[src/hw/lpmc_map.vh]
// register map, field positions, reset values and state codes of the power-mode controller
// Operation
// - light sleep stops only the core clock
// - leaving light sleep just restarts core clock
// - light sleep holds until reset or interrupt
// - peripherals run; their interrupts wake core
// - deep sleep stops peripheral clocks, non-RC sources
// - RC output off unless it clocks watchdog
// - deep sleep: analog off, flash standby
// - deep sleep may keep watchdog osc, brownout
// - deep sleep wakes on reset, pins, watchdog
// - power-down: all off except kept watchdog osc
// - power-down: analog, flash off; brownout optional
// - power-down wakes on reset, pins, watchdog
// - deepest state: all off, wake pin only
// - lock bit refuses deepest power-off entry
// - reset pin ignored in deepest state
// - after reset system clock is RC oscillator
`ifndef LPMC_MAP_VH
`define LPMC_MAP_VH

// byte offsets of the register words
`define LPMC_OFS_CFG      4'h0
`define LPMC_OFS_STATUS   4'h4
`define LPMC_OFS_WAKEMASK 4'h8
`define LPMC_OFS_CLKSEL   4'hc

// configuration word fields
`define LPMC_CFG_WDOSC_KEEP 0
`define LPMC_CFG_BOD_KEEP   1
`define LPMC_CFG_IRC_WDT    2
`define LPMC_CFG_DPD_LOCK   3
`define LPMC_CFG_SYSOSC_EN  4
`define LPMC_CFG_W          5
`define LPMC_CFG_RST        5'h00

// status word fields
`define LPMC_ST_STATE_LSB   0
`define LPMC_ST_DPD_WAKE    8
`define LPMC_ST_LOCK_HIT    9

// mode select codes on the request port
`define LPMC_MODE_SLEEP     2'h0
`define LPMC_MODE_DSLEEP    2'h1
`define LPMC_MODE_PDOWN     2'h2
`define LPMC_MODE_DPD       2'h3

// controller states
`define LPMC_S_RUN          3'h0
`define LPMC_S_SLEEP        3'h1
`define LPMC_S_DSLEEP       3'h2
`define LPMC_S_PDOWN        3'h3
`define LPMC_S_DPD          3'h4

// system clock source codes
`define LPMC_CLK_IRC        2'h0
`define LPMC_CLK_RST        2'h0

`endif

[src/hw/lpmc_wake.v]
// wake event detector for the selected general-purpose pins
`timescale 1ns/100ps
`include "lpmc_map.vh"
module lpmc_wake #(
	parameter N_PINS = 8
) (
	input  wire              clk_i,     // system clock
	input  wire              reset_n_i, // async reset, active low
	input  wire [N_PINS-1:0] gpio_i,    // pin levels, synchronous
	input  wire [N_PINS-1:0] mask_i,    // pin selected for wake
	output wire              event_o    // any selected pin rose
);
	reg  [N_PINS-1:0] prev_q; // last sampled pin levels
	wire [N_PINS-1:0] rise;   // per-pin rising edge

	// one edge detector per pin
	genvar g;
	generate
		for (g = 0; g < N_PINS; g = g + 1)
		begin : g_pin
			always @(posedge clk_i or negedge reset_n_i)
			begin
				if (!reset_n_i)
					prev_q[g] <= 1'b0;
				else
					prev_q[g] <= gpio_i[g];
			end
			assign rise[g] = gpio_i[g] & ~prev_q[g] & mask_i[g];
		end
	endgenerate

	// edges, not levels, so a pin parked high cannot re-wake at once
	assign event_o = |rise;
endmodule // lpmc_wake

[src/hw/lpmc_clksel.v]
// system clock source selection, forced back to the rc oscillator on every reset
`timescale 1ns/100ps
`include "lpmc_map.vh"
module lpmc_clksel (
	input  wire       clk_i,     // system clock
	input  wire       reset_n_i, // async reset, active low
	input  wire       force_i,   // chip reset event, back to rc
	input  wire       wr_i,      // software selects a source
	input  wire [1:0] sel_i,     // requested source code
	output reg  [1:0] sel_o      // active source code
);
	// reset and reset events win over a software write
	always @(posedge clk_i or negedge reset_n_i)
	begin
		if (!reset_n_i)
			sel_o <= `LPMC_CLK_RST;
		else if (force_i)
			sel_o <= `LPMC_CLK_IRC;
		else if (wr_i)
			sel_o <= sel_i;
	end
endmodule // lpmc_clksel

[src/hw/lpmc_ctrl.v]
// low-power mode controller: state sequencing, clock and power gating, register port
`timescale 1ns/100ps
`include "lpmc_map.vh"
module lpmc_ctrl #(
	parameter N_PINS = 8
) (
	input  wire              clk_i,            // system clock, 10 mhz
	input  wire              reset_n_i,        // async reset, active low
	input  wire [3:0]        reg_addr_i,       // register byte address
	input  wire [31:0]       reg_wdata_i,      // register write data
	input  wire              reg_wr_i,         // write strobe
	input  wire              reg_rd_i,         // read strobe
	output reg  [31:0]       reg_rdata_o,      // read data, cycle after strobe
	input  wire              sleep_req_i,      // low-power request strobe
	input  wire [1:0]        mode_i,           // requested low-power mode
	input  wire              irq_i,            // any peripheral interrupt
	input  wire              wdt_irq_i,        // watchdog interrupt
	input  wire [N_PINS-1:0] gpio_i,           // general-purpose pin levels
	input  wire              wake_pin_n_i,     // wake pin, low wakes
	input  wire              rst_pin_n_i,      // external reset pin, low
	output reg               core_clk_en_o,    // processor core clock on
	output reg               periph_clk_en_o,  // peripheral clocks on
	output reg               irc_en_o,         // rc oscillator output on
	output reg               sysosc_en_o,      // system oscillator on
	output reg               wdt_osc_en_o,     // watchdog oscillator on
	output reg               bod_en_o,         // brownout detector on
	output reg               analog_en_o,      // analog blocks powered
	output reg               flash_on_o,       // flash fully powered
	output reg               flash_standby_o,  // flash in standby
	output reg               chip_pwr_en_o,    // main chip power on
	output reg               chip_reset_o,     // chip reset pulse
	output reg  [1:0]        sysclk_sel_o,     // system clock source
	output reg  [2:0]        state_o           // current power state
);
	// control and status registers
	reg  [`LPMC_CFG_W-1:0] cfg_q;      // configuration word
	reg  [N_PINS-1:0]      wmask_q;    // wake pin selection
	reg                    dpd_wake_q; // woke from deepest state
	reg                    lock_hit_q; // locked deepest request seen
	reg  [2:0]             state_q;    // power state
	reg  [2:0]             state_d;    // next power state
	reg                    rst_pin_q;  // reset pin level last cycle

	// decoded register accesses
	wire wr_cfg  = reg_wr_i & (reg_addr_i == `LPMC_OFS_CFG);
	wire wr_st   = reg_wr_i & (reg_addr_i == `LPMC_OFS_STATUS);
	wire wr_msk  = reg_wr_i & (reg_addr_i == `LPMC_OFS_WAKEMASK);
	wire wr_clk  = reg_wr_i & (reg_addr_i == `LPMC_OFS_CLKSEL);

	// configuration bits by name
	wire wdosc_keep = cfg_q[`LPMC_CFG_WDOSC_KEEP];
	wire bod_keep   = cfg_q[`LPMC_CFG_BOD_KEEP];
	wire irc_wdt    = cfg_q[`LPMC_CFG_IRC_WDT];
	wire dpd_lock   = cfg_q[`LPMC_CFG_DPD_LOCK];
	wire sysosc_cfg = cfg_q[`LPMC_CFG_SYSOSC_EN];

	// wake sources
	wire gpio_evt;                                  // selected pin edge
	wire rst_evt  = ~rst_pin_n_i & rst_pin_q;       // reset pin falling
	wire in_dpd   = (state_q == `LPMC_S_DPD);
	wire pin_rst  = rst_evt & ~in_dpd;
	wire dpd_wake = in_dpd & ~wake_pin_n_i;
	wire deep_wk  = pin_rst | gpio_evt | wdt_irq_i;
	wire lock_req = sleep_req_i & (mode_i == `LPMC_MODE_DPD) & dpd_lock;
	wire reset_ev = pin_rst | dpd_wake;             // a chip reset occurs

	lpmc_wake #(
		.N_PINS    (N_PINS)
	) u_wake (
		.clk_i     (clk_i),
		.reset_n_i (reset_n_i),
		.gpio_i    (gpio_i),
		.mask_i    (wmask_q),
		.event_o   (gpio_evt)
	);

	wire [1:0] clk_sel; // active clock source
	lpmc_clksel u_clksel (
		.clk_i     (clk_i),
		.reset_n_i (reset_n_i),
		.force_i   (reset_ev),
		.wr_i      (wr_clk),
		.sel_i     (reg_wdata_i[1:0]),
		.sel_o     (clk_sel)
	);

	// next-state logic for the power sequencer
	always @*
	begin
		state_d = state_q;
		case (state_q)
			`LPMC_S_RUN:
			begin
				// a request strobe selects the target state
				if (sleep_req_i)
				begin
					case (mode_i)
						`LPMC_MODE_SLEEP:  state_d = `LPMC_S_SLEEP;
						`LPMC_MODE_DSLEEP: state_d = `LPMC_S_DSLEEP;
						`LPMC_MODE_PDOWN:  state_d = `LPMC_S_PDOWN;
						`LPMC_MODE_DPD:
						begin
							// locked: fall back to light sleep
							if (dpd_lock)
								state_d = `LPMC_S_SLEEP;
							else
								state_d = `LPMC_S_DPD;
						end
						default:           state_d = `LPMC_S_RUN;
					endcase
				end
			end
			`LPMC_S_SLEEP:
			begin
				// any interrupt or reset resumes execution
				if (irq_i | wdt_irq_i | gpio_evt | pin_rst)
					state_d = `LPMC_S_RUN;
			end
			`LPMC_S_DSLEEP:
			begin
				if (deep_wk)
					state_d = `LPMC_S_RUN;
			end
			`LPMC_S_PDOWN:
			begin
				if (deep_wk)
					state_d = `LPMC_S_RUN;
			end
			`LPMC_S_DPD:
			begin
				// only the wake pin leaves; reset pin is dead here
				if (dpd_wake)
					state_d = `LPMC_S_RUN;
			end
			default:
				state_d = `LPMC_S_RUN;
		endcase
	end

	// state register and reset pin history
	always @(posedge clk_i or negedge reset_n_i)
	begin
		if (!reset_n_i)
		begin
			state_q   <= `LPMC_S_RUN;
			rst_pin_q <= 1'b1;
		end
		else
		begin
			state_q   <= state_d;
			rst_pin_q <= rst_pin_n_i;
		end
	end

	// gating outputs, registered from the next state so they switch
	// in the same edge as the state itself
	always @(posedge clk_i or negedge reset_n_i)
	begin
		if (!reset_n_i)
		begin
			core_clk_en_o   <= 1'b1;
			periph_clk_en_o <= 1'b1;
			irc_en_o        <= 1'b1;
			sysosc_en_o     <= 1'b0;
			wdt_osc_en_o    <= 1'b0;
			bod_en_o        <= 1'b1;
			analog_en_o     <= 1'b1;
			flash_on_o      <= 1'b1;
			flash_standby_o <= 1'b0;
			chip_pwr_en_o   <= 1'b1;
		end
		else
		begin
			case (state_d)
				`LPMC_S_SLEEP:
				begin
					// only the core stops; peripherals keep running
					core_clk_en_o   <= 1'b0;
					periph_clk_en_o <= 1'b1;
					irc_en_o        <= 1'b1;
					sysosc_en_o     <= sysosc_cfg;
					wdt_osc_en_o    <= wdosc_keep;
					bod_en_o        <= 1'b1;
					analog_en_o     <= 1'b1;
					flash_on_o      <= 1'b1;
					flash_standby_o <= 1'b0;
					chip_pwr_en_o   <= 1'b1;
				end
				`LPMC_S_DSLEEP:
				begin
					core_clk_en_o   <= 1'b0;
					periph_clk_en_o <= 1'b0;
					irc_en_o        <= irc_wdt;
					sysosc_en_o     <= 1'b0;
					wdt_osc_en_o    <= wdosc_keep;
					bod_en_o        <= bod_keep;
					analog_en_o     <= 1'b0;
					flash_on_o      <= 1'b0;
					flash_standby_o <= 1'b1;
					chip_pwr_en_o   <= 1'b1;
				end
				`LPMC_S_PDOWN:
				begin
					core_clk_en_o   <= 1'b0;
					periph_clk_en_o <= 1'b0;
					irc_en_o        <= 1'b0;
					sysosc_en_o     <= 1'b0;
					wdt_osc_en_o    <= wdosc_keep;
					bod_en_o        <= bod_keep;
					analog_en_o     <= 1'b0;
					flash_on_o      <= 1'b0;
					flash_standby_o <= 1'b0;
					chip_pwr_en_o   <= 1'b1;
				end
				`LPMC_S_DPD:
				begin
					// everything off; the wake pin logic stays alive
					core_clk_en_o   <= 1'b0;
					periph_clk_en_o <= 1'b0;
					irc_en_o        <= 1'b0;
					sysosc_en_o     <= 1'b0;
					wdt_osc_en_o    <= 1'b0;
					bod_en_o        <= 1'b0;
					analog_en_o     <= 1'b0;
					flash_on_o      <= 1'b0;
					flash_standby_o <= 1'b0;
					chip_pwr_en_o   <= 1'b0;
				end
				default:
				begin
					// run: core and peripheral clocks, rc, brownout, analog and flash back on; system and watchdog osc per config
					core_clk_en_o   <= 1'b1;
					periph_clk_en_o <= 1'b1;
					irc_en_o        <= 1'b1;
					sysosc_en_o     <= sysosc_cfg;
					wdt_osc_en_o    <= wdosc_keep;
					bod_en_o        <= 1'b1;
					analog_en_o     <= 1'b1;
					flash_on_o      <= 1'b1;
					flash_standby_o <= 1'b0;
					chip_pwr_en_o   <= 1'b1;
				end
			endcase
		end
	end

	// chip reset pulse, state and clock source mirrors
	always @(posedge clk_i or negedge reset_n_i)
	begin
		if (!reset_n_i)
		begin
			chip_reset_o <= 1'b0;
			state_o      <= `LPMC_S_RUN;
			sysclk_sel_o <= `LPMC_CLK_RST;
		end
		else
		begin
			chip_reset_o <= reset_ev;
			state_o      <= state_d;
			// one cycle behind the selector; on a reset event go to rc now
			sysclk_sel_o <= reset_ev ? `LPMC_CLK_IRC : clk_sel;
		end
	end

	// software-written registers
	always @(posedge clk_i or negedge reset_n_i)
	begin
		if (!reset_n_i)
		begin
			cfg_q   <= `LPMC_CFG_RST;
			wmask_q <= {N_PINS{1'b0}};
		end
		else
		begin
			if (wr_cfg)
				cfg_q <= reg_wdata_i[`LPMC_CFG_W-1:0];
			if (wr_msk)
				wmask_q <= reg_wdata_i[N_PINS-1:0];
		end
	end

	// sticky status flags: write one clears, a new event wins
	always @(posedge clk_i or negedge reset_n_i)
	begin
		if (!reset_n_i)
		begin
			dpd_wake_q <= 1'b0;
			lock_hit_q <= 1'b0;
		end
		else
		begin
			if (dpd_wake)
				dpd_wake_q <= 1'b1;
			else if (wr_st & reg_wdata_i[`LPMC_ST_DPD_WAKE])
				dpd_wake_q <= 1'b0;
			if (lock_req & (state_q == `LPMC_S_RUN))
				lock_hit_q <= 1'b1;
			else if (wr_st & reg_wdata_i[`LPMC_ST_LOCK_HIT])
				lock_hit_q <= 1'b0;
		end
	end

	// read port: data only in the cycle after the strobe, zero elsewhere
	always @(posedge clk_i or negedge reset_n_i)
	begin
		if (!reset_n_i)
			reg_rdata_o <= 32'h00000000;
		else if (reg_rd_i)
		begin
			case (reg_addr_i)
				`LPMC_OFS_CFG:
					reg_rdata_o <= {{(32-`LPMC_CFG_W){1'b0}}, cfg_q};
				`LPMC_OFS_STATUS:
					reg_rdata_o <= {22'h0, lock_hit_q, dpd_wake_q, 5'h00, state_q};
				`LPMC_OFS_WAKEMASK:
					reg_rdata_o <= {{(32-N_PINS){1'b0}}, wmask_q};
				`LPMC_OFS_CLKSEL:
					reg_rdata_o <= {30'h0, clk_sel};
				default:
					reg_rdata_o <= 32'h00000000; // unmapped reads zero
			endcase
		end
		else
			reg_rdata_o <= 32'h00000000;
	end
endmodule // lpmc_ctrl

[config.mk]
export PLATFORM = sky130hd
export DESIGN_NAME = lpmc_ctrl
export DESIGN_NICKNAME = d
export VERILOG_FILES = /design/src/hw/lpmc_wake.v /design/src/hw/lpmc_clksel.v /design/src/hw/lpmc_ctrl.v
export VERILOG_INCLUDE_DIRS = /design/src /design/src/hw
export SDC_FILE = /design/constraint.sdc
export NUM_CORES = 1
export LEC_CHECK = 0
export BUFFER_PORTS_ARGS = -buffer_cell sky130_fd_sc_hd__buf_2
export CORE_MARGIN = 8
export CORE_UTILIZATION = 29
export DETAILED_ROUTE_END_ITERATION = 10
export MAX_ROUTING_LAYER = met4
export PLACE_DENSITY_LB_ADDON = 0.25
export SYNTH_ARGS = -nofsm -noshare
export SYNTH_HDL_FRONTEND = slang
export SYNTH_SLANG_ARGS = --single-unit
[constraint.sdc]
create_clock -name clk_i -period 2.8 [get_ports clk_i]
set_input_delay 0.28 -clock clk_i [delete_from_list [all_inputs] [get_ports clk_i]]
set_output_delay 0.28 -clock clk_i [all_outputs]
set_load 0.01 [all_outputs]
After elaboration in Yosys (flattened, before gate mapping)
Index checks and enable logic that the tools add are counted.
{"block": "totals", "regBits": 72, "inputBits": 55, "out_inout_bits": 48, "word_cells": 121}
{"block": "op_classes", "n_eq_ne": 14, "n_mux": 24, "bitwise_logic": 45, "n_reduce_logical": 12}
{"cell": "10-bit case mux with 4 select lines", "n": 1}
{"cell": "32-bit 2-to-1 mux", "n": 1}
{"cell": "1-bit bitwise AND", "n": 28}
{"cell": "3-bit case mux with 4 select lines", "n": 2}
{"cell": "3-bit 2-to-1 mux", "n": 5}
{"cell": "3-bit by 2-bit == test with 1-bit output (second input constant)", "n": 4}
{"cell": "1-bit inverter", "n": 11}
{"cell": "1-bit 2-to-1 mux", "n": 10}
{"cell": "4-bit == test (second input constant)", "n": 2}
{"cell": "8-bit OR reduction", "n": 1}
{"cell": "3-bit by 1-bit == test with 1-bit output (second input constant)", "n": 2}
{"cell": "3-bit == test (second input constant)", "n": 2}
{"cell": "2-bit 2-to-1 mux", "n": 3}
{"cell": "1-bit bitwise OR", "n": 6}
{"cell": "2-bit nonzero test", "n": 3}
{"cell": "2-bit OR reduction", "n": 3}
{"cell": "2-bit == test (second input constant)", "n": 2}
{"cell": "4-bit by 3-bit == test with 1-bit output (second input constant)", "n": 1}
{"cell": "4-bit logical NOT", "n": 1}
{"cell": "1-bit case mux with 2 select lines", "n": 2}
{"cell": "4-bit OR reduction", "n": 1}
{"cell": "3-bit logical NOT", "n": 1}
{"cell": "3-bit OR reduction", "n": 1}
{"cell": "2-bit by 1-bit == test with 1-bit output (second input constant)", "n": 1}
{"cell": "2-bit logical NOT", "n": 1}

Logic depth before layout (Yosys ltp)
Gate-level depths: netlist (run 1).
{"block": "depth", "depth_word": 11, "ltp_mapped": 8, "mapped_depth_nobuf": 7}

By module
A second synthesis (run 1) with hierarchy kept.
{"block": "hier_totals", "hier_cells": 185, "hier_area_um2": 2282.2}
{"mod": "lpmc_ctrl", "instances": 1, "cells_per_inst": 156, "area_each_um2": 1938.1, "seq_area_each_um2": 1008.5}
{"mod": "lpmc_wake", "instances": 1, "cells_per_inst": 23, "area_each_um2": 266.5, "seq_area_each_um2": 200.2}
{"mod": "lpmc_clksel", "instances": 1, "cells_per_inst": 6, "area_each_um2": 77.6, "seq_area_each_um2": 50.0}

Worst setup path after synthesis (run 1)
Ideal clock, no wire load.
{"block": "synth_timing", "kind": "in2reg", "start": "input port mode_i[0]", "end": "register sysosc_en_o", "setup_ns": 0.120, "arrival_ns": 1.659, "path_slack_ns": 1.021, "cell_stages": 8, "cell_sequence": "inv_1 ha_1 nor4b_2 a22oi_1 nor3_4 or3b_1 buf_2 and3_1"}
{"block": "synth_via", "elab_chain_len": 7, "word_cells_on_any_way": 12}
{"item": "start, declared", "line": "lpmc_ctrl.v:15", "source": "input wire [1:0] mode_i,"}
{"item": "2-bit == test, or another cell as far along", "line": "lpmc_ctrl.v:97", "source": "case (mode_i)"}
{"item": "3-bit case mux with 4 select lines *", "line": "lpmc_ctrl.v:97"}
{"item": "3-bit 2-to-1 mux *", "line": "lpmc_ctrl.v:95", "source": "if (sleep_req_i)"}
{"item": "3-bit case mux with 4 select lines *", "line": "lpmc_ctrl.v:91", "source": "case (state_q)"}
{"item": "net state_d[2]", "line": "lpmc_ctrl.v:41", "source": "reg [2:0] state_d;"}
{"item": "3-bit == test or 3-bit by 2-bit == test with 1-bit output (tied branches)", "line": "lpmc_ctrl.v:174", "source": "case (state_d)"}
{"item": "3-bit OR reduction (no line) *"}
{"item": "1-bit 2-to-1 mux *", "line": "lpmc_ctrl.v:174"}
{"item": "end signal, assigned", "line": "lpmc_ctrl.v:181", "source": "sysosc_en_o <= sysosc_cfg;"}
{"item": "end signal, assigned", "line": "lpmc_ctrl.v:235", "source": "sysosc_en_o <= sysosc_cfg;"}
{"item": "end, declared", "line": "lpmc_ctrl.v:24", "source": "output reg sysosc_en_o,"}
Mark *: on every way through the listed nets, which the timed path passes. The rest lies on a longest branch.
A chain may end at the register's enable or synchronous reset.

==> impl_metrics.env, run 1 <==
export IMPL_post_synth_top_area_cell="dfrtp_1"
export IMPL_finalSetupViolations=0
export IMPL_internal_power_mw=1.25
export IMPL_critPathKind="flip-flop to flip-flop"
export IMPL_r2r_end="sysosc_en_o$_DFF_PN0_"
export IMPL_avgViaCountPerCell=4.24
export IMPL_tns_ns=0
export IMPL_cp_data_arrival_time_ns=2.10
export IMPL_ios=103
export IMPL_required_ns=2.99
export IMPL_cts_max_level=2
export IMPL_synth_area_top_cells="dfrtp_1 (50%), buf_4 (8.2%), dfstp_2 (7.2%)"
export IMPL_pwr_share_seq=0.532
export IMPL_grt_pass1_vias=1510
export IMPL_status="finished clean"
export IMPL_drv_slew=0
export IMPL_cts_buffers=5
export IMPL_antenna_found_initial=1
export IMPL_max_slew_margin=0.311
export IMPL_ant_nets=0
export IMPL_whs_path_depth=1
export IMPL_synth_top_cell_area_share=0.504
export IMPL_synth_seq_cells=50
export IMPL_postCtsHoldBufs=0
export IMPL_drv_cap=0
export IMPL_initial_core_util=0.300
export IMPL_end_kind="flip-flop"
export IMPL_synthCells=181
export IMPL_num_rows=31
export IMPL_p_leak_nw=1.30
export IMPL_rr_worst_depth=5
export IMPL_clkPwrFrac=0.289
export IMPL_gp_congestion=0.808
export IMPL_core_um2=7290
export IMPL_drc=0
export IMPL_die_x_um=103
export IMPL_cts_tree="built"
export IMPL_ir_worst_vdd_mv=0.187
export IMPL_syn_cell_area_um2=2180
export IMPL_area_growth_pct=19.2
export IMPL_powerDensity_nw_per_um2=660
export IMPL_grt_pass1_wl_um=7650
export IMPL_first_pass_iters=4
export IMPL_hold_end="rst_pin_q$_DFF_PN1_"
export IMPL_dpl_cell_count=333
export IMPL_clkLatencyLatePin_ns=0.30
export IMPL_wl_um=5040
export IMPL_root_buffer="clkbuf_8"
export IMPL_p_sw_frac=0.270
export IMPL_rsz0062_at_grt="false"
export IMPL_hp_start="rst_pin_n_i"
export IMPL_max_freq_mhz=523
export IMPL_path_clk_slew_ns=0.09
export IMPL_syn_avg_cell_area_um2=12.1
export IMPL_io_buffers=58
export IMPL_grt_max_degree=48
export IMPL_drive_above_1_share=0.376
export IMPL_numClockSinks=50
export IMPL_fin_crit_ns=1.91
export IMPL_seq_area_frac_synth=0.576
export IMPL_top_usage_layer="met2"
export IMPL_use_met1=0.124
export IMPL_clk_path_buf_depth=2
export IMPL_final_hold_viol_count=0
export IMPL_reg2reg_from="state_o[2]$_DFF_PN0_"
export IMPL_worst_slew_pin_slew_ns=1.03
export IMPL_hp_class="input port to flip-flop"
export IMPL_p_switching_mw=0.465
export IMPL_die_h_um=103
export IMPL_dp_hpwl_um=4000
export IMPL_fin_worst_skew_ns=0.00677
export IMPL_first_iter_violations=35
export IMPL_nNetsFinal=298
export IMPL_vias=1449
export IMPL_die_area_um2=10600
export IMPL_pwr_share_comb=0.180
export IMPL_ys_types=38
export IMPL_cts_resized_gates=0
export IMPL_wl_per_cell_um=14.7
export IMPL_fin_crit_sh=0.682
export IMPL_crit_fanout=7
export IMPL_grt_use_met2=0.144
export IMPL_met3_usage=0.0344
export IMPL_r2r_slack_ns=0.89
export IMPL_synth_warnings=0
export IMPL_critPathLaunchType="flip-flop"
export IMPL_fin_cells=342
export IMPL_grt_usage=0.0992
export IMPL_cts_setup_buffers=0
export IMPL_overflow=0
[power groups by stage]
stage               clock network [mW]  registers, mW  logic (mW)
floorplan                            0          0.924       0.204
detailed placement                   0          0.930       0.314
global route                     0.545          0.929       0.343
CTS                              0.518          0.915       0.315
global placement                     0          0.927       0.311
finish                           0.496          0.914       0.309
[Yosys cell counts, drive strengths merged]
library cell / instances
a32o: 1
o211ai: 1
nand2b: 1
nand3: 1
or2: 2
o31a: 1
xor2: 1
o221ai: 1
o21bai: 1
nor4b: 1
dfrtp: 44
dfstp: 6
ha: 2
nand3b: 5
and3: 9
conb: 1
mux2i: 4
mux2: 13
nor2b: 1
nand2: 12
nor3b: 1
o2bb2ai: 1
and2: 4
nor4: 4
a22oi: 1
nor3: 4
mux4: 2
nor2: 11
inv: 7
or3b: 1
a21oi: 3
nand4: 1
clkbuf: 2
buf: 25
o21a: 2
o21ai: 4
[cells in the final DEF, fill, tap and decap left out, types with 2 or more instances in the layout]
| master | n |
|---|---|
| clkbuf_8 | 5 |
| o21a_1 | 2 |
| nor4_1 | 4 |
| and3_1 | 9 |
| nand2_1 | 12 |
| mux4_2 | 2 |
| dfstp_2 | 6 |
| nand3b_1 | 5 |
| a21oi_1 | 3 |
| mux2i_1 | 4 |
| o21ai_0 | 4 |
| nor3_1 | 3 |
| dfrtp_1 | 44 |
| conb_1 | 22 |
| buf_2 | 58 |
| or2_2 | 2 |
| mux2_2 | 13 |
| ha_1 | 2 |
| nor2_1 | 11 |
| inv_1 | 7 |
| and2_1 | 4 |
[sequential cells by signal, summed over array words and instances, names as in the netlist, 2 cells and up]
name            count
cfg_q               5
reg_rdata_o        10
state_o             3
sysclk_sel_o        2
u_clksel.sel_o      2
u_wake.prev_q       8
wmask_q             8
[cell families (layout without fill, tap and decap cells)]
logic type / after synthesis / in the layout / share of synthesized area
AND/OR/NAND/NOR: 58 / 58 / 0.151
flip-flops: 50 / 50 / 0.576
buffers and inverters: 34 / 74 / 0.100
multiplexers: 19 / 19 / 0.106
AO/OA/AOI/OAI: 16 / 16 / 0.0498
adder cells (fa/ha/maj): 2 / 2 / 0.0115
other: 1 / 23 / 0.00172
XOR/XNOR: 1 / 1 / 0.00401
[stage by stage]
step                      hold WS [ns]  utilization  instance area (um^2)  setup slack (ns)  power [mW]
after global placement           0.396        0.342                  2490             0.806        1.24
after global routing            0.0674        0.357                  2610             0.814        1.82
after CTS                       0.0708        0.357                  2600             0.884        1.75
final                           0.0804        0.357                  2610             0.890        1.72
after floorplan                -0.0156            -                  2260              1.02        1.13
after detailed placement         0.397        0.342                  2490             0.749        1.24
[worst max-delay path, stage by stage, from the launching register on]
cell and delay, ns:
dfrtp_1 0.47, nor4b_2 0.32, a22oi_1 0.14, nor3_4 0.20, or3b_1 0.47, and3_1 0.20
[per-layer routing]
metal / wire length (um) / vias to the layer above
li1: - / 698
met1: 2210 / 687
met2: 2310 / 57
met3: 438 / 7
met4: 84 / 0
met5: 0 / -
[how the worst max path moves through the flow]
stage                               from                      to  slack [ns]  depth (start not counted)
floorplan                      mode_i[0]   sysosc_en_o$_DFF_PN0_        1.02                          8
global placement               mode_i[0]   sysosc_en_o$_DFF_PN0_        0.81                          8
detailed placement             mode_i[0]   sysosc_en_o$_DFF_PN0_        0.75                          8
CTS                 state_o[2]$_DFF_PN0_   sysosc_en_o$_DFF_PN0_        0.88                          5
global route        state_o[2]$_DFF_PN0_  wdt_osc_en_o$_DFF_PN0_        0.81                          5
finish              state_o[2]$_DFF_PN0_   sysosc_en_o$_DFF_PN0_        0.89                          5
[layout make-up]
class                      instances  area [um^2]
sequential                        50         1260
clock inverter                     2         37.5
clock buffer                       6         72.6
antenna                            1         2.50
inverter                           7         26.3
timing repair buffer              59          298
multi-input combinational        118          786
tap                               99          124
fill                             761         4690
(Power assumes the default switching activity.)
==> run 2: changes to the inputs <==
==> constraint.sdc (replaced) <==
create_clock -name clk_i -period 1.8 [get_ports clk_i]
set_input_delay 0.18 -clock clk_i [delete_from_list [all_inputs] [get_ports clk_i]]
set_output_delay 0.18 -clock clk_i [all_outputs]
set_load 0.01 [all_outputs]
==> impl_metrics.env, run 2 (same netlist as run 1, synthesis figures left out) <==
export IMPL_cts_setup_buffers=0
export IMPL_final_hold_viol_count=0
export IMPL_fin_crit_sh=0.940
export IMPL_clkLatencyLatePin_ns=0.30
export IMPL_root_buffer="clkbuf_8"
export IMPL_powerDensity_nw_per_um2=939
export IMPL_grt_pass1_vias=1626
export IMPL_rr_worst_depth=5
export IMPL_required_ns=1.99
export IMPL_nNetsFinal=318
export IMPL_end_kind="flip-flop"
export IMPL_tns_ns=0
export IMPL_cts_buffers=5
export IMPL_status="finished clean"
export IMPL_die_h_um=103
export IMPL_worst_slew_pin_slew_ns=0.543
export IMPL_antenna_found_initial=0
export IMPL_avgViaCountPerCell=4.24
export IMPL_drv_cap=0
export IMPL_crit_fanout=5
export IMPL_gp_congestion=0.787
export IMPL_seq_area_um2=1260
export IMPL_wl_um=5250
export IMPL_fillers=752
export IMPL_first_pass_iters=4
export IMPL_hp_class="input port to flip-flop"
export IMPL_drc=0
export IMPL_p_total_mw=2.60
export IMPL_grt_usage=0.106
export IMPL_finalSetupViolations=0
export IMPL_largest_registers="reg_rdata_o x10, u_wake.prev_q x8, wmask_q x8"
export IMPL_max_slew_margin=0.638
export IMPL_ir_worst_vdd_mv=0.245
export IMPL_largest_register="reg_rdata_o"
export IMPL_dp_hpwl_um=4160
export IMPL_io_buffers=58
export IMPL_die_x_um=103
export IMPL_num_rows=31
export IMPL_initial_core_util=0.300
export IMPL_core_um2=7290
export IMPL_numClockSinks=50
export IMPL_grt_pass1_wl_um=8160
export IMPL_path_clk_slew_ns=0.09
export IMPL_layout_commonest_cell="buf_2"
export IMPL_first_iter_violations=50
export IMPL_grt_max_degree=26
export IMPL_cp_data_arrival_time_ns=1.88
export IMPL_ant_nets=0
export IMPL_wl_per_cell_um=14.6
export IMPL_hold_end="dpd_wake_q$_DFFE_PN0P_"
export IMPL_reg2reg_from="state_o[2]$_DFF_PN0_"
export IMPL_mostFrequentLayoutCells="buf_2 (58), dfrtp_1 (44), conb_1 (22), mux2_2 (13), nand2_1 (12)"
export IMPL_fin_util=0.380
export IMPL_drv_slew=0
export IMPL_cts_max_level=2
export IMPL_die_area_um2=10600
export IMPL_rsz0062_at_grt="false"
export IMPL_drive_above_1_share=0.402
export IMPL_fin_worst_skew_ns=0.00914
export IMPL_critPathKind="input port to flip-flop"
export IMPL_r2r_slack_ns=0.12
export IMPL_antenna_cells=0
export IMPL_r2r_end="sysosc_en_o$_DFF_PN0_"
export IMPL_fin_crit_ns=1.69
export IMPL_vias=1527
export IMPL_largest_reg_flops=10
export IMPL_clk_path_buf_depth=2
export IMPL_ios=103
export IMPL_critPathLaunchType="input port"
export IMPL_area_growth_pct=26.9
export IMPL_multi_input_area_um2=807
export IMPL_p_leak_nw=1.39
export IMPL_whs_path_depth=2
export IMPL_hp_start="wake_pin_n_i"
export IMPL_cts_tree="built"
export IMPL_overflow=0
export IMPL_max_freq_mhz=591
-- run 2: layout make-up --
cell class,count,share of cell area
clock inverter,2,0.00542
clock buffer,5,0.0248
sequential,50,0.454
inverter,7,0.00948
multi-input combinational,118,0.291
timing repair buffer,79,0.171
tap,99,0.0447
-- run 2: report_power, final --
group	switching (mW)	leakage, nW	internal (mW)
logic	0.287	0.725	0.283
registers	0.0926	0.624	1.30
clock network	0.371	0.0362	0.266
-- run 2: critical path, cell delays in order --
cell           delay [ns]
dlygate4sd3_1        0.53
buf_2                0.13
nand2_1              0.05
o221ai_1             0.21
nor4_2               0.38
o21bai_1             0.18
and3_1               0.21
-- run 2: worst max path at each step --
stage	startpoint	to	slack, ns	depth (start not counted)
4_1_cts	state_o[2]$_DFF_PN0_	sysosc_en_o$_DFF_PN0_	0.006	5
6_report	gpio_i[1]	sysosc_en_o$_DFF_PN0_	0.11	7
5_1_grt	gpio_i[1]	sysosc_en_o$_DFF_PN0_	0.02	7
3_3_place_gp	mode_i[0]	sysosc_en_o$_DFF_PN0_	-0.04	8
2_1_floorplan	state_o[2]$_DFF_PN0_	sysosc_en_o$_DFF_PN0_	0.03	6
3_5_place_dp	mode_i[0]	sysosc_en_o$_DFF_PN0_	-0.07	8
-- run 2: through the flow --
stage | instance area (um^2) | std cells | hold slack [ns] | worst slack (ns)
after floorplan | 2260 | 202 | -0.116 | 0.0330
after global placement | 2570 | 343 | 0.189 | -0.0440
after detailed placement | 2570 | 343 | 0.197 | -0.0659
after CTS | 2750 | 360 | 0.0725 | 0.00580
after global routing | 2770 | 360 | 0.0920 | 0.0155
final | 2770 | 360 | 0.0805 | 0.108
-- run 2: per-layer routing --
metal  vias to the layer above  track usage  part of all wire  wire, um
li1                        735            -                 -         -
met1                       734        0.135              0.44      2300
met5                         -            -                 0         0
met4                         0       0.0467             0.018        94
met3                         7       0.0284             0.080       422
met2                        51        0.155              0.46      2440
-- run 2: what timing repair did --
| item | CTS | global route |
|---|---|---|
| hold buffers | 10 | 0 |
| endpoints found under the setup margin | 0 | 7 |
| resized for setup | 0 | 4 |
| hold endpoints to repair | 27 | 0 |
==> run 3: changes to the inputs <==
--- a/config.mk
+++ b/config.mk
@@ -6,6 +6,7 @@
 export SDC_FILE = /design/constraint.sdc
 export NUM_CORES = 1
 export LEC_CHECK = 0
+export ABC_AREA = 1
 export BUFFER_PORTS_ARGS = -buffer_cell sky130_fd_sc_hd__buf_2
 export CORE_MARGIN = 8
 export CORE_UTILIZATION = 29
==> impl_metrics.env, run 3 <==
export IMPL_status="finished clean"
export IMPL_max_stage_delay_ns=0.55
export IMPL_critPathKind="input port to flip-flop"
export IMPL_io_buffers=58
export IMPL_reg2reg_from="rst_pin_q$_DFF_PN1_"
export IMPL_rr_worst_depth=9
export IMPL_r2r_slack_ns=0.37
export IMPL_wl_um=5180
export IMPL_clkLatencyLatePin_ns=0.31
export IMPL_synth_top_cell_area_share=0.494
export IMPL_die_x_um=104
export IMPL_root_buffer="clkbuf_8"
export IMPL_grt_pass1_wl_um=8590
export IMPL_die_h_um=104
export IMPL_finalSetupViolations=0
export IMPL_cts_resized_gates=0
export IMPL_powerDensity_nw_per_um2=966
export IMPL_whs_ns=0.100
export IMPL_avgViaCountPerCell=3.95
export IMPL_path_cells="dlygate4sd3_1 > buf_2 > nand3_1 > nand2_1 > nor2_1 > nand4_1 > nand2_2 > nor2_4 > nand2_2 > nand2_2 > nor2_1"
export IMPL_critPathLaunchType="input port"
export IMPL_clk_path_buf_depth=2
export IMPL_p_total_mw=2.68
export IMPL_cts_buffers=5
export IMPL_first_pass_iters=4
export IMPL_gp_congestion=0.836
export IMPL_fin_crit_sh=0.823
export IMPL_hp_class="input port to flip-flop"
export IMPL_placed_area_um2=2560
export IMPL_max_freq_mhz=675
export IMPL_worst_slew_pin_slew_ns=0.510
export IMPL_fin_worst_skew_ns=0.0115
export IMPL_drive_above_1_share=0.302
export IMPL_ys_top_cells_by_count="dfrtp_1 (44), inv_1 (37), nand2_1 (36)"
export IMPL_wl_met1_um=2410
export IMPL_ir_worst_vdd_mv=0.316
export IMPL_cp_num_cells=11
export IMPL_synth_warnings=0
export IMPL_largest_register="reg_rdata_o"
export IMPL_synthCells=232
export IMPL_cp_top_family="simple AND/OR/NAND/NOR gates"
export IMPL_numClockSinks=50
export IMPL_drc=0
export IMPL_core_um2=7610
export IMPL_path_buf_inv=2
export IMPL_r2r_end="sysosc_en_o$_DFF_PN0_"
export IMPL_ant_nets=0
export IMPL_required_ns=2.03
export IMPL_die_area_um2=10800
export IMPL_p_leak_nw=1.49
export IMPL_overflow=0
export IMPL_rsz0062_at_grt="false"
export IMPL_dpl_cell_count=389
export IMPL_vias=1606
export IMPL_yosys_most_used_dff="dfrtp_1"
export IMPL_final_hold_viol_count=0
export IMPL_ys_types=31
export IMPL_syn_avg_cell_area_um2=9.62
export IMPL_synth_area_top_cells="dfrtp_1 (49%), buf_4 (8.1%), dfstp_2 (7.1%)"
export IMPL_end_kind="flip-flop"
export IMPL_path_clk_slew_ns=0.09
export IMPL_nNetsFinal=361
export IMPL_drv_cap=0
export IMPL_antenna_found_initial=0
export IMPL_fin_util=0.365
export IMPL_largest_reg_flops=10
export IMPL_wl_per_cell_um=12.7
export IMPL_drv_slew=0
export IMPL_design_area_um2=2780
export IMPL_wl_met3_um=280
export IMPL_num_rows=32
export IMPL_seq_area_um2=1260
export IMPL_met2_length_um=2410
export IMPL_seq_area_frac_synth=0.564
export IMPL_fillers=808
export IMPL_hold_end="wmask_q[7]$_DFFE_PN0P_"
export IMPL_critPathMostFrequentCell="nand2_2"
export IMPL_cts_tree="built"
export IMPL_whs_path_depth=2
export IMPL_hp_start="reg_wdata_i[7]"
export IMPL_area_growth_pct=24.4
export IMPL_synth_edf_count=0
export IMPL_grt_max_degree=31
export IMPL_grt_pass1_vias=1757
export IMPL_ios=103
export IMPL_crit_fanout=3
export IMPL_first_iter_violations=52
export IMPL_antenna_cells=0
export IMPL_dp_slack_ns=0.241
export IMPL_cp_data_arrival_time_ns=1.71
export IMPL_mostFrequentLayoutCells="buf_2 (58), dfrtp_1 (44), inv_1 (37), nand2_1 (36), conb_1 (22)"
export IMPL_max_slew_margin=0.660
export IMPL_syn_cell_area_um2=2230
export IMPL_cpMaxStageDelayCell="dlygate4sd3_1"
export IMPL_largest_registers="reg_rdata_o x10, u_wake.prev_q x8, wmask_q x8"
export IMPL_fin_cells=407
export IMPL_layout_commonest_cell="buf_2"
export IMPL_post_synth_top_area_cell="dfrtp_1"
export IMPL_synth_most_common_cell="dfrtp_1"
export IMPL_initial_core_util=0.293
export IMPL_dp_hpwl_um=4060
export IMPL_maxUsedRoutingLayer="met4"
export IMPL_fin_ws_ns=0.319
export IMPL_cts_max_level=2
export IMPL_synth_seq_cells=50
export IMPL_synthArstFlopShare=1.00
export IMPL_multi_input_area_um2=719
export IMPL_fin_crit_ns=1.48
export IMPL_tns_ns=0
export IMPL_grt_usage=0.102
## run 3: changes by cell type after synthesis, moves of 4 or more
cell,delta
inv_1,+30
and3_1,-9
nand3_1,+10
o21ai_0,+10
nand2_2,+5
mux2i_1,-4
mux2_2,-10
nor4_1,-4
nand2_1,+24
nor2_2,+4
and2_1,-4
## run 3: area by class of cell
type / count / area share
clock inverter: 3 / 0.0158
multi-input combinational: 139 / 0.259
inverter: 39 / 0.0528
timing repair buffer: 69 / 0.148
clock buffer: 5 / 0.0248
sequential: 50 / 0.454
tap: 102 / 0.0460
## run 3: cell families (layout without fill, tap and decap cells)
logic type               after synthesis  after routing  synth area share
AND/OR/NAND/NOR                       83             83             0.178
buffers and inverters                 64            116             0.149
flip-flops                            50             50             0.564
AO/OA/AOI/OAI                         28             28            0.0768
multiplexers                           3              3            0.0151
adder cells (fa/ha/maj)                2              2            0.0112
other                                  1             22           0.00168
XOR/XNOR                               1              1           0.00393
## run 3: worst max-delay path by stage
stage | startpoint | endpoint | slack, ns
finish | gpio_i[6] | sysosc_en_o$_DFF_PN0_ | 0.32
global route | gpio_i[6] | sysosc_en_o$_DFF_PN0_ | 0.09
CTS | gpio_i[7] | sysosc_en_o$_DFF_PN0_ | 0.27
detailed placement | reg_addr_i[1] | wmask_q[5]$_DFFE_PN0P_ | 0.24
global placement | reg_addr_i[1] | wmask_q[5]$_DFFE_PN0P_ | 0.25
floorplan | state_o[0]$_DFF_PN0_ | bod_en_o$_DFF_PN1_ | 0.51
## run 3: power by group
group | internal (mW) | switching [mW]
Clock | 0.417 | 0.383
Combinational | 0.200 | 0.299
Sequential | 1.29 | 0.0908
Total | 1.91 | 0.772
## run 3: timing repair
action | in CTS | in global routing
endpoints found under the setup margin | 0 | 0
setup buffers | 0 | 0
endpoints found under the hold margin | 29 | 0
hold buffers | 10 | 0
## run 3: per-layer routing
layer / vias to the layer above / track usage
li1: 825 / -
met1: 723 / 0.124
met2: 52 / 0.158
met3: 6 / 0.0297
met4: 0 / 0.0352
met5: - / -
